<file path="src/rtl/ppcs_pkg.sv">
// Package: register map, field positions and pad/function codes
package ppcs_pkg;

	// Register word offsets on the peripheral bus
	localparam logic [3:0]  PPCS_PIN_SELECT_OFF = 4'hB;
	localparam logic [3:0]  PPCS_CLK_ENABLE_OFF = 4'hC;
	localparam int          PPCS_ADDR_W         = 4;
	localparam int          PPCS_DATA_W         = 16;

	// Reset values
	localparam logic [15:0] PPCS_PIN_SELECT_RST = 16'h0000;
	localparam logic [15:0] PPCS_CLK_ENABLE_RST = 16'h0000;

	// Writable bit masks; every other bit reads zero
	localparam logic [15:0] PPCS_PIN_SELECT_MASK = 16'hCFFF;
	localparam logic [15:0] PPCS_CLK_ENABLE_MASK = 16'hA055;

	// Pin select field positions
	localparam int PPCS_TIMER_RATE_BIT = 15;
	localparam int PPCS_PWM_RATE_BIT   = 14;
	localparam int PPCS_B7_BIT         = 11;
	localparam int PPCS_B6_BIT         = 10;
	localparam int PPCS_B5_BIT         = 9;
	localparam int PPCS_B4_BIT         = 8;
	localparam int PPCS_B3_BIT         = 7;
	localparam int PPCS_B2_BIT         = 6;
	localparam int PPCS_B1_BIT         = 5;
	localparam int PPCS_B0_BIT         = 4;
	localparam int PPCS_A5_LSB         = 2;
	localparam int PPCS_A4_LSB         = 0;

	// Clock enable field positions
	localparam int PPCS_CE_I2C_BIT    = 15;
	localparam int PPCS_CE_ADC_BIT    = 13;
	localparam int PPCS_CE_TIMER_BIT  = 6;
	localparam int PPCS_CE_SERIAL_BIT = 4;
	localparam int PPCS_CE_SPI_BIT    = 2;
	localparam int PPCS_CE_PWM_BIT    = 0;

	// Gated peripherals, index order of the clock enable outputs
	localparam int PPCS_NUM_PERIPH = 6;
	localparam int PPCS_P_PWM      = 0;
	localparam int PPCS_P_SPI      = 1;
	localparam int PPCS_P_SERIAL   = 2;
	localparam int PPCS_P_TIMER    = 3;
	localparam int PPCS_P_ADC      = 4;
	localparam int PPCS_P_I2C      = 5;

	// Shared pads: port B pins 0..7, then port A pins 4 and 5
	localparam int PPCS_NUM_PADS = 10;
	localparam int PPCS_PAD_A4   = 8;
	localparam int PPCS_PAD_A5   = 9;

	// Peripheral signal codes used by the pad router
	localparam int PPCS_NUM_FN = 19;
	typedef enum logic [4:0] {
		PPCS_FN_SER_TX  = 5'h00,
		PPCS_FN_SER_RX  = 5'h01,
		PPCS_FN_SCL     = 5'h02,
		PPCS_FN_SDA     = 5'h03,
		PPCS_FN_TPIN0   = 5'h04,
		PPCS_FN_TPIN1   = 5'h05,
		PPCS_FN_TPIN2   = 5'h06,
		PPCS_FN_TPIN3   = 5'h07,
		PPCS_FN_PWM_FAULT_IN_ONE  = 5'h08,
		PPCS_FN_PWM_FAULT_IN_TWO  = 5'h09,
		PPCS_FN_PWM_FAULT_IN_THREE  = 5'h0A,
		PPCS_FN_CLKOUT  = 5'h0B,
		PPCS_FN_MOSI    = 5'h0C,
		PPCS_FN_MISO    = 5'h0D,
		PPCS_FN_SSEL    = 5'h0E,
		PPCS_FN_SCLK    = 5'h0F,
		PPCS_FN_PWM_CHANNEL_FOUR_OUT    = 5'h10,
		PPCS_FN_PWM_CHANNEL_FIVE_OUT    = 5'h11,
		PPCS_FN_PWM_X   = 5'h12
	} ppcs_fn_type;

endpackage

</file>
<file path="src/rtl/ppcs_top.sv">
// Peripheral pin select and peripheral clock enable block
`timescale 1ns/100ps

module ppcs_top (
	input  wire logic                             clock,        // Core clk
	input  wire logic                             rst_n,        // Reset
	// Register port
	input  wire logic                             reg_sel,      // Block sel
	input  wire logic [ppcs_pkg::PPCS_ADDR_W-1:0] reg_addr,     // Word off
	input  wire logic                             reg_wr,       // Write
	input  wire logic                             reg_rd,       // Read
	input  wire logic [ppcs_pkg::PPCS_DATA_W-1:0] reg_wdata,    // Wr data
	output logic      [ppcs_pkg::PPCS_DATA_W-1:0] reg_rdata_q,  // Rd data
	output logic                                  reg_rvalid_q, // Rd valid
	// Clock control toward the clock generator
	output logic                                  timer_fast_q, // Timer 3x
	output logic                                  pwm_fast_q,   // PWM 3x
	output logic [ppcs_pkg::PPCS_NUM_PERIPH-1:0]  clk_en_q,     // Gates
	// Peripheral bus write gating
	input  wire logic [ppcs_pkg::PPCS_NUM_PERIPH-1:0] periph_wr_req, // Req
	output logic      [ppcs_pkg::PPCS_NUM_PERIPH-1:0] periph_wr_q,   // Pass
	// Pads
	input  wire logic [ppcs_pkg::PPCS_NUM_PADS-1:0] pad_periph_en, // Own
	input  wire logic [ppcs_pkg::PPCS_NUM_PADS-1:0] pad_in,      // Pad lvl
	output logic      [ppcs_pkg::PPCS_NUM_PADS-1:0] pad_out_q,   // Pad drv
	output logic      [ppcs_pkg::PPCS_NUM_PADS-1:0] pad_oe_q,    // Pad oe
	// Peripheral signals, indexed by the function code
	input  wire logic [ppcs_pkg::PPCS_NUM_FN-1:0]   fn_out,      // Drive
	input  wire logic [ppcs_pkg::PPCS_NUM_FN-1:0]   fn_oe,       // Enable
	output logic      [ppcs_pkg::PPCS_NUM_FN-1:0]   fn_in_q      // Level in
);
	import ppcs_pkg::*;

	localparam int NP = PPCS_NUM_PADS;
	localparam int NF = PPCS_NUM_FN;

	logic [PPCS_DATA_W-1:0]     pin_select_q;
	logic [PPCS_DATA_W-1:0]     clk_enable_q;
	logic                       wr_pin_select;
	logic                       wr_clk_enable;
	logic [PPCS_NUM_PERIPH-1:0] en_req;
	logic [NP-1:0]              pad_s1_q;
	logic [NP-1:0]              pad_s2_q;
	ppcs_fn_type                pad_fn [NP];
	logic [NP-1:0]              pad_out_d;
	logic [NP-1:0]              pad_oe_d;
	logic [NF-1:0]              fn_in_d;

	// Map a pad and the select register to the routed signal
	function automatic ppcs_fn_type route_fn(
		input int           pad,
		input logic [15:0]  sel
	);
		ppcs_fn_type f;
		f = PPCS_FN_PWM_X;
		case (pad)
			0: begin
				f = sel[PPCS_B0_BIT] ? PPCS_FN_SCL : PPCS_FN_SCLK;
			end
			1: begin
				f = sel[PPCS_B1_BIT] ? PPCS_FN_SDA : PPCS_FN_SSEL;
			end
			2: begin
				f = sel[PPCS_B2_BIT] ? PPCS_FN_TPIN2 : PPCS_FN_MISO;
			end
			3: begin
				f = sel[PPCS_B3_BIT] ? PPCS_FN_TPIN3 : PPCS_FN_MOSI;
			end
			4: begin
				f = sel[PPCS_B4_BIT] ? PPCS_FN_CLKOUT : PPCS_FN_TPIN0;
			end
			5: begin
				f = sel[PPCS_B5_BIT] ? PPCS_FN_PWM_FAULT_IN_THREE : PPCS_FN_TPIN1;
			end
			6: begin
				f = sel[PPCS_B6_BIT] ? PPCS_FN_SDA : PPCS_FN_SER_RX;
			end
			7: begin
				f = sel[PPCS_B7_BIT] ? PPCS_FN_SCL : PPCS_FN_SER_TX;
			end
			PPCS_PAD_A4: begin
				// Codes 00 and 01 both give the PWM channel
				case (sel[PPCS_A4_LSB +: 2])
					2'b10:   f = PPCS_FN_PWM_FAULT_IN_ONE;
					2'b11:   f = PPCS_FN_TPIN2;
					default: f = PPCS_FN_PWM_CHANNEL_FOUR_OUT;
				endcase
			end
			PPCS_PAD_A5: begin
				case (sel[PPCS_A5_LSB +: 2])
					2'b10:   f = PPCS_FN_PWM_FAULT_IN_TWO;
					2'b11:   f = PPCS_FN_TPIN3;
					default: f = PPCS_FN_PWM_CHANNEL_FIVE_OUT;
				endcase
			end
			default: begin
				f = PPCS_FN_PWM_X;
			end
		endcase
		return f;
	endfunction

	// Register write decode
	assign wr_pin_select = reg_sel && reg_wr &&
		(reg_addr == PPCS_PIN_SELECT_OFF);
	assign wr_clk_enable = reg_sel && reg_wr &&
		(reg_addr == PPCS_CLK_ENABLE_OFF);

	// Pin select register; masked so reserved bits stay zero
	always_ff @(posedge clock) begin
		if (!rst_n) begin
			pin_select_q <= PPCS_PIN_SELECT_RST;
		end else if (wr_pin_select) begin
			pin_select_q <= reg_wdata & PPCS_PIN_SELECT_MASK;
		end
	end

	// Clock enable register
	always_ff @(posedge clock) begin
		if (!rst_n) begin
			clk_enable_q <= PPCS_CLK_ENABLE_RST;
		end else if (wr_clk_enable) begin
			clk_enable_q <= reg_wdata & PPCS_CLK_ENABLE_MASK;
		end
	end

	// Read port; one cycle latency, unmapped offsets read zero
	always_ff @(posedge clock) begin
		if (!rst_n) begin
			reg_rdata_q  <= '0;
			reg_rvalid_q <= 1'b0;
		end else begin
			reg_rvalid_q <= reg_sel && reg_rd;
			if (reg_sel && reg_rd) begin
				case (reg_addr)
					PPCS_PIN_SELECT_OFF: reg_rdata_q <= pin_select_q;
					PPCS_CLK_ENABLE_OFF: reg_rdata_q <= clk_enable_q;
					default:             reg_rdata_q <= '0;
				endcase
			end
		end
	end

	// Rate selects toward the clock generator. Software must keep
	// the timer/PWM gated while changing these and only pick 3x
	// with the PLL running; the block does not police that.
	always_ff @(posedge clock) begin
		if (!rst_n) begin
			timer_fast_q <= 1'b0;
			pwm_fast_q   <= 1'b0;
		end else begin
			timer_fast_q <= pin_select_q[PPCS_TIMER_RATE_BIT];
			pwm_fast_q   <= pin_select_q[PPCS_PWM_RATE_BIT];
		end
	end

	// Gather enables in peripheral order
	assign en_req[PPCS_P_PWM]    = clk_enable_q[PPCS_CE_PWM_BIT];
	assign en_req[PPCS_P_SPI]    = clk_enable_q[PPCS_CE_SPI_BIT];
	assign en_req[PPCS_P_SERIAL] = clk_enable_q[PPCS_CE_SERIAL_BIT];
	assign en_req[PPCS_P_TIMER]  = clk_enable_q[PPCS_CE_TIMER_BIT];
	assign en_req[PPCS_P_ADC]    = clk_enable_q[PPCS_CE_ADC_BIT];
	assign en_req[PPCS_P_I2C]    = clk_enable_q[PPCS_CE_I2C_BIT];

	// Edge-aligned enable stage for the clock gates
	ppcs_clk_gate_ctl #(
		.N (PPCS_NUM_PERIPH)
	) u_gate (
		.clock  (clock),
		.rst_n  (rst_n),
		.en_req (en_req),
		.en_q   (clk_en_q)
	);

	// Bus writes pass only to peripherals whose clock runs;
	// uses the register value, so a same-cycle disable does not block
	always_ff @(posedge clock) begin
		if (!rst_n) begin
			periph_wr_q <= '0;
		end else begin
			periph_wr_q <= periph_wr_req & en_req;
		end
	end

	// Two-flop synchroniser on pad levels; first stage feeds only
	// the second
	always_ff @(posedge clock) begin
		if (!rst_n) begin
			pad_s1_q <= '0;
			pad_s2_q <= '0;
		end else begin
			pad_s1_q <= pad_in;
			pad_s2_q <= pad_s1_q;
		end
	end

	// Per-pad output routing
	generate
		for (genvar p = 0; p < NP; p++) begin : g_pad
			assign pad_fn[p] = route_fn(p, pin_select_q);
			// GPIO owns the pad unless its peripheral enable is set
			assign pad_oe_d[p]  = pad_periph_en[p] &&
				fn_oe[pad_fn[p]];
			assign pad_out_d[p] = pad_periph_en[p] &&
				fn_out[pad_fn[p]];
		end
	endgenerate

	// Inputs to peripherals: OR of every enabled pad routed there,
	// so a doubly routed input sees either pad
	always_comb begin
		fn_in_d = '0;
		for (int p = 0; p < NP; p++) begin
			if (pad_periph_en[p]) begin
				fn_in_d[pad_fn[p]] = fn_in_d[pad_fn[p]] |
					pad_s2_q[p];
			end
		end
	end

	// Registered pad and peripheral-side outputs
	always_ff @(posedge clock) begin
		if (!rst_n) begin
			pad_out_q <= '0;
			pad_oe_q  <= '0;
			fn_in_q   <= '0;
		end else begin
			pad_out_q <= pad_out_d;
			pad_oe_q  <= pad_oe_d;
			fn_in_q   <= fn_in_d;
		end
	end

endmodule

</file>
<file path="src/rtl/ppcs_clk_gate_ctl.sv">
// Glitch-free peripheral clock enable stage
`timescale 1ns/100ps
module ppcs_clk_gate_ctl #(
	parameter int N = 6
) (
	input  wire logic         clock,    // Core clock
	input  wire logic         rst_n,    // Sync reset, active low
	input  wire logic [N-1:0] en_req,   // Enables from the register
	output logic      [N-1:0] en_q      // Enables to the clock gates
);

	// Enables change only on the rising edge, so a low-phase
	// latching gate downstream never sees a mid-phase edge and
	// cannot emit a runt pulse
	always_ff @(posedge clock) begin
		if (!rst_n) begin
			en_q <= '0;
		end else begin
			en_q <= en_req;
		end
	end

endmodule

</file>
<file path="config.mk">
export PLATFORM = sky130hd
export DESIGN_NAME = ppcs_top
export DESIGN_NICKNAME = d
export VERILOG_FILES = /design/src/rtl/ppcs_pkg.sv /design/src/rtl/ppcs_top.sv /design/src/rtl/ppcs_clk_gate_ctl.sv
export SDC_FILE = /design/constraint.sdc
export NUM_CORES = 1
export LEC_CHECK = 0
export BUFFER_PORTS_ARGS = -buffer_cell sky130_fd_sc_hd__buf_2
export CAP_MARGIN = 10
export CORE_MARGIN = 2
export CORE_UTILIZATION = 47
export DETAILED_ROUTE_END_ITERATION = 16
export GPL_TIMING_DRIVEN = 0
export PLACE_DENSITY = 0.82
export SLEW_MARGIN = 10
export SYNTH_ARGS = -nofsm -noshare
export SYNTH_HDL_FRONTEND = slang
export SYNTH_SLANG_ARGS = --single-unit
</file>
<file path="constraint.sdc">
create_clock -name clock -period 1.5 [get_ports clock]
set_input_delay 0.075 -clock clock [delete_from_list [all_inputs] [get_ports clock]]
set_output_delay 0.075 -clock clock [all_outputs]
set_load 0.02 [all_outputs]
</file>
==> impl_metrics.yaml <==
yosys:
  ys_warn_count: 0
  netlist_area_sq_mm: 0.00370
  synth_cells: 373
  yosys.area_share.simple_pct: 21.6
  synthMuxAreaShare_pct: 10.8
  ys_types: 23
  synth_seq_cells: 108
  postSynthAreaPerCell_sq_um: 9.91
  synth_fa_ha_area_share_pct: 0
  synth_top_family_by_area: "simple AND/OR/NAND/NOR gates"
  synthXorXnorAreaFrac_pct: 0
  synth_compound_area_share_pct: 3.52
  yosysSeqAreaShare_pct: 58.5
power:
  vdd_drop_max_mv: 0.614
  p_leak_nw: 2.57
  p_per_area_mw_per_mm2: 985
floorplan:
  rows: 32
  initial_utilization_pct: 48.1
  ioPinCount: 159
  die_w_um: 92.7
  die_area_sq_mm: 0.00859
  coreArea_sq_mm: 0.00769
  dieHeight_um: 92.7
timing:
  rsz0062_at_grt: "false"
  hold_violations: 0
  fmax_mhz: 864
  tightest_slew_ns: 0.688
  slew_headroom_pct: 54.1
  period_minus_slack_ns: 1.16
  fin_tns_setup_ns: 0
  post-route-period-util_pct: 77.1
  clock_skew_ns: 0.00856
  setup_viol: 0
  slew_violations: 0
cells_and_area:
  final_util_pct: 71.7
  syn_to_final_growth_pct: 49.1
  diodes: 0
  drive_gt1_share_pct: 29.4
  nets: 696
clock_network:
  clk_pin_slew_ns: 0.10
  post_cts_buffers: 0
  cts_buffers: 9
  ctsLongestPathBuffers: 2
  insertion_delay_ns: 0.36
  cts_root_buf: "clkbuf_8"
  cts_num_sinks: 108
  cts_max_level: 3
  cts_tree: "done"
placement:
  dpl.hpwl_um: 6850
  portBuffers: 152
  gp_congestion: 0.824
min_path:
  whs_path_depth: 3
  hold_path.class: "in2reg"
worst_setup_path:
  worstPathRequired_ns: 1.73
  critPathKind: "reg2reg"
  critPathTopFamily: "buffers and inverters"
  worst_setup_path_start_kind: "register"
  crit_fanout: 6
  cp.depth: 3
  cp_cell_sequence: "clkbuf_1 -> mux2i_1 -> a211oi_1"
  cp_slowest_cell: "clkbuf_1"
  endpoint_kind: "register"
  slowest_delay_ns: 0.36
  critPathArrivalTime_ns: 1.39
  critPathBufInv: 1
  ff2ff_path_depth: 3
global_route:
  grtUsageTotal_pct: 25.3
  grt.overflow.total: 0
  antenna_found_initial: 0
  grt_first_pass_wirelength_um: 16500
  grt_pass1_vias: 3491
  grt_max_degree: 18
routing:
  wl_per_cell_um: 15.3
  drt.antenna.violating_nets: 0
  drt_iter0_drc: 119
  wl_um: 10900
  route.detailed.drc: 0
  dr_total_vias: 3430
  via_per_inst: 4.80
  first_pass_iters: 4
run:
  max-cap-violations: 0
status:
  status: "completed"
-- Yosys cell counts --
master | count | area share, %
dfxtp_1 | 108 | 58
nand2_1 | 56 | 5.7
and4_1 | 2 | 0.47
nand4_1 | 5 | 0.85
buf_4 | 2 | 0.41
o21ai_0 | 2 | 0.27
inv_1 | 10 | 1.0
and3_4 | 1 | 0.30
buf_1 | 3 | 0.30
and3_1 | 8 | 1.4
and4b_1 | 1 | 0.27
a21boi_0 | 12 | 2.4
nor2_1 | 24 | 2.4
conb_1 | 1 | 0.10
and4bb_2 | 1 | 0.34
buf_6 | 3 | 0.91
clkbuf_1 | 21 | 2.1
nand3_1 | 35 | 4.7
and2_1 | 21 | 3.6
mux2i_1 | 40 | 11
nor3b_1 | 8 | 1.6
buf_2 | 5 | 0.68
a211oi_1 | 4 | 0.81
-- state kept, by name (all words and copies together), names as in the netlist --
signal / flops
pad_out_q: 10
u_gate.en_q: 6
pad_s2_q: 10
reg_rdata_q: 15
fn_in_q: 18
reg_rvalid_q: 1
timer_fast_q: 1
periph_wr_q: 6
pwm_fast_q: 1
pin_select_q: 14
pad_s1_q: 10
clk_enable_q: 6
pad_oe_q: 10
-- metrics by stage --
| step | cells | cell area (sq um) | total power (W) | setup slack, ns | hold slack, ns |
|---|---|---|---|---|---|
| global route | 714 | 5510 | 0.00560 | 0.265 | 0.0130 |
| floorplan | 374 | 3700 | 0.00319 | 0.410 | 0.202 |
| detailed placement | 628 | 4590 | 0.00339 | 0.126 | 0.285 |
| global placement | 628 | 4590 | 0.00337 | 0.123 | 0.281 |
| CTS | 714 | 5510 | 0.00542 | 0.359 | 0.000234 |
| finish | 714 | 5510 | 0.00543 | 0.343 | 0.0132 |
-- logic make-up (layout without fill, tap and decap cells) --
family                 Yosys count  count (layout)
multiplexers                    40              40
AND/OR/NAND/NOR                162             162
other                            1               2
buffers and inverters           44             282
AO/OA/AOI/OAI                   18              18
flip-flops                     108             108
-- power by group --
| part | internal (W) | switching, W |
|---|---|---|
| Combinational | 0.000284 | 0.000253 |
| Clock | 0.000987 | 0.000969 |
| Sequential | 0.00292 | 0.0000171 |
| Total | 0.00419 | 0.00124 |
-- worst min-delay path, delay by kind of cell --
family	cells	cell delay, ns
buffers and inverters	1	0.11
AO/OA/AOI/OAI	1	0.08
AND/OR/NAND/NOR	1	0.07
-- layer usage --
metal  wire [um]  vias up  track usage [%]
met3         662       19             4.72
met1        4220     1587             27.4
met5           0        -                0
li1            -     1688                -
met4         191        0             10.8
met2        5850      136             47.9
-- area by class of cell --
type,instances,area (sq um)
plain buffers,34,164
clock buffers,10,138
flip-flops and latches,108,2160
repair buffers,222,1460
well taps,102,128
clock inverters,6,86.3
inverters,10,37.5
fillers,588,2170
multi-input cells,222,1340
-- worst paths after layout --
| check | from | end | slack, ns |
|---|---|---|---|
| worst max-delay path | pin_select_q[0]$_SDFFE_PN0P_ | pad_out_q[8]$_SDFF_PN0_ | 0.34 |
| worst min-delay path | pad_periph_en[3] | fn_in_q[7]$_SDFF_PN0_ | 0.01 |
| worst max register to register | pin_select_q[0]$_SDFFE_PN0P_ | pad_out_q[8]$_SDFF_PN0_ | 0.34 |
| worst min register to register | pad_s1_q[6]$_SDFF_PN0_ | pad_s2_q[6]$_SDFF_PN0_ | 0.45 |
-- timing repair --
action                    CTS  global route
hold buffers               70             0
hold endpoints to repair   64             0
resized for setup           0             0
-- placed cells by master (no fill, tap or decap) --
cell type	instances
and4_1	2
dlygate4sd3_1	70
clkinvlp_4	1
nor3b_1	8
mux2i_1	40
and4bb_2	1
inv_6	1
bufinv_16	2
a21boi_0	12
a211oi_1	4
inv_1	10
buf_2	157
nand3_1	35
dfxtp_1	108
nor2_1	24
clkbuf_8	10
and3_1	8
nand2_1	56
clkbuf_1	21
buf_4	2
buf_6	3
nand4_1	5
buf_1	3
and4b_1	1
clkinv_2	2
and3_4	1
and2_1	21
o21ai_0	2
conb_1	2
(Power assumes the default switching activity.)
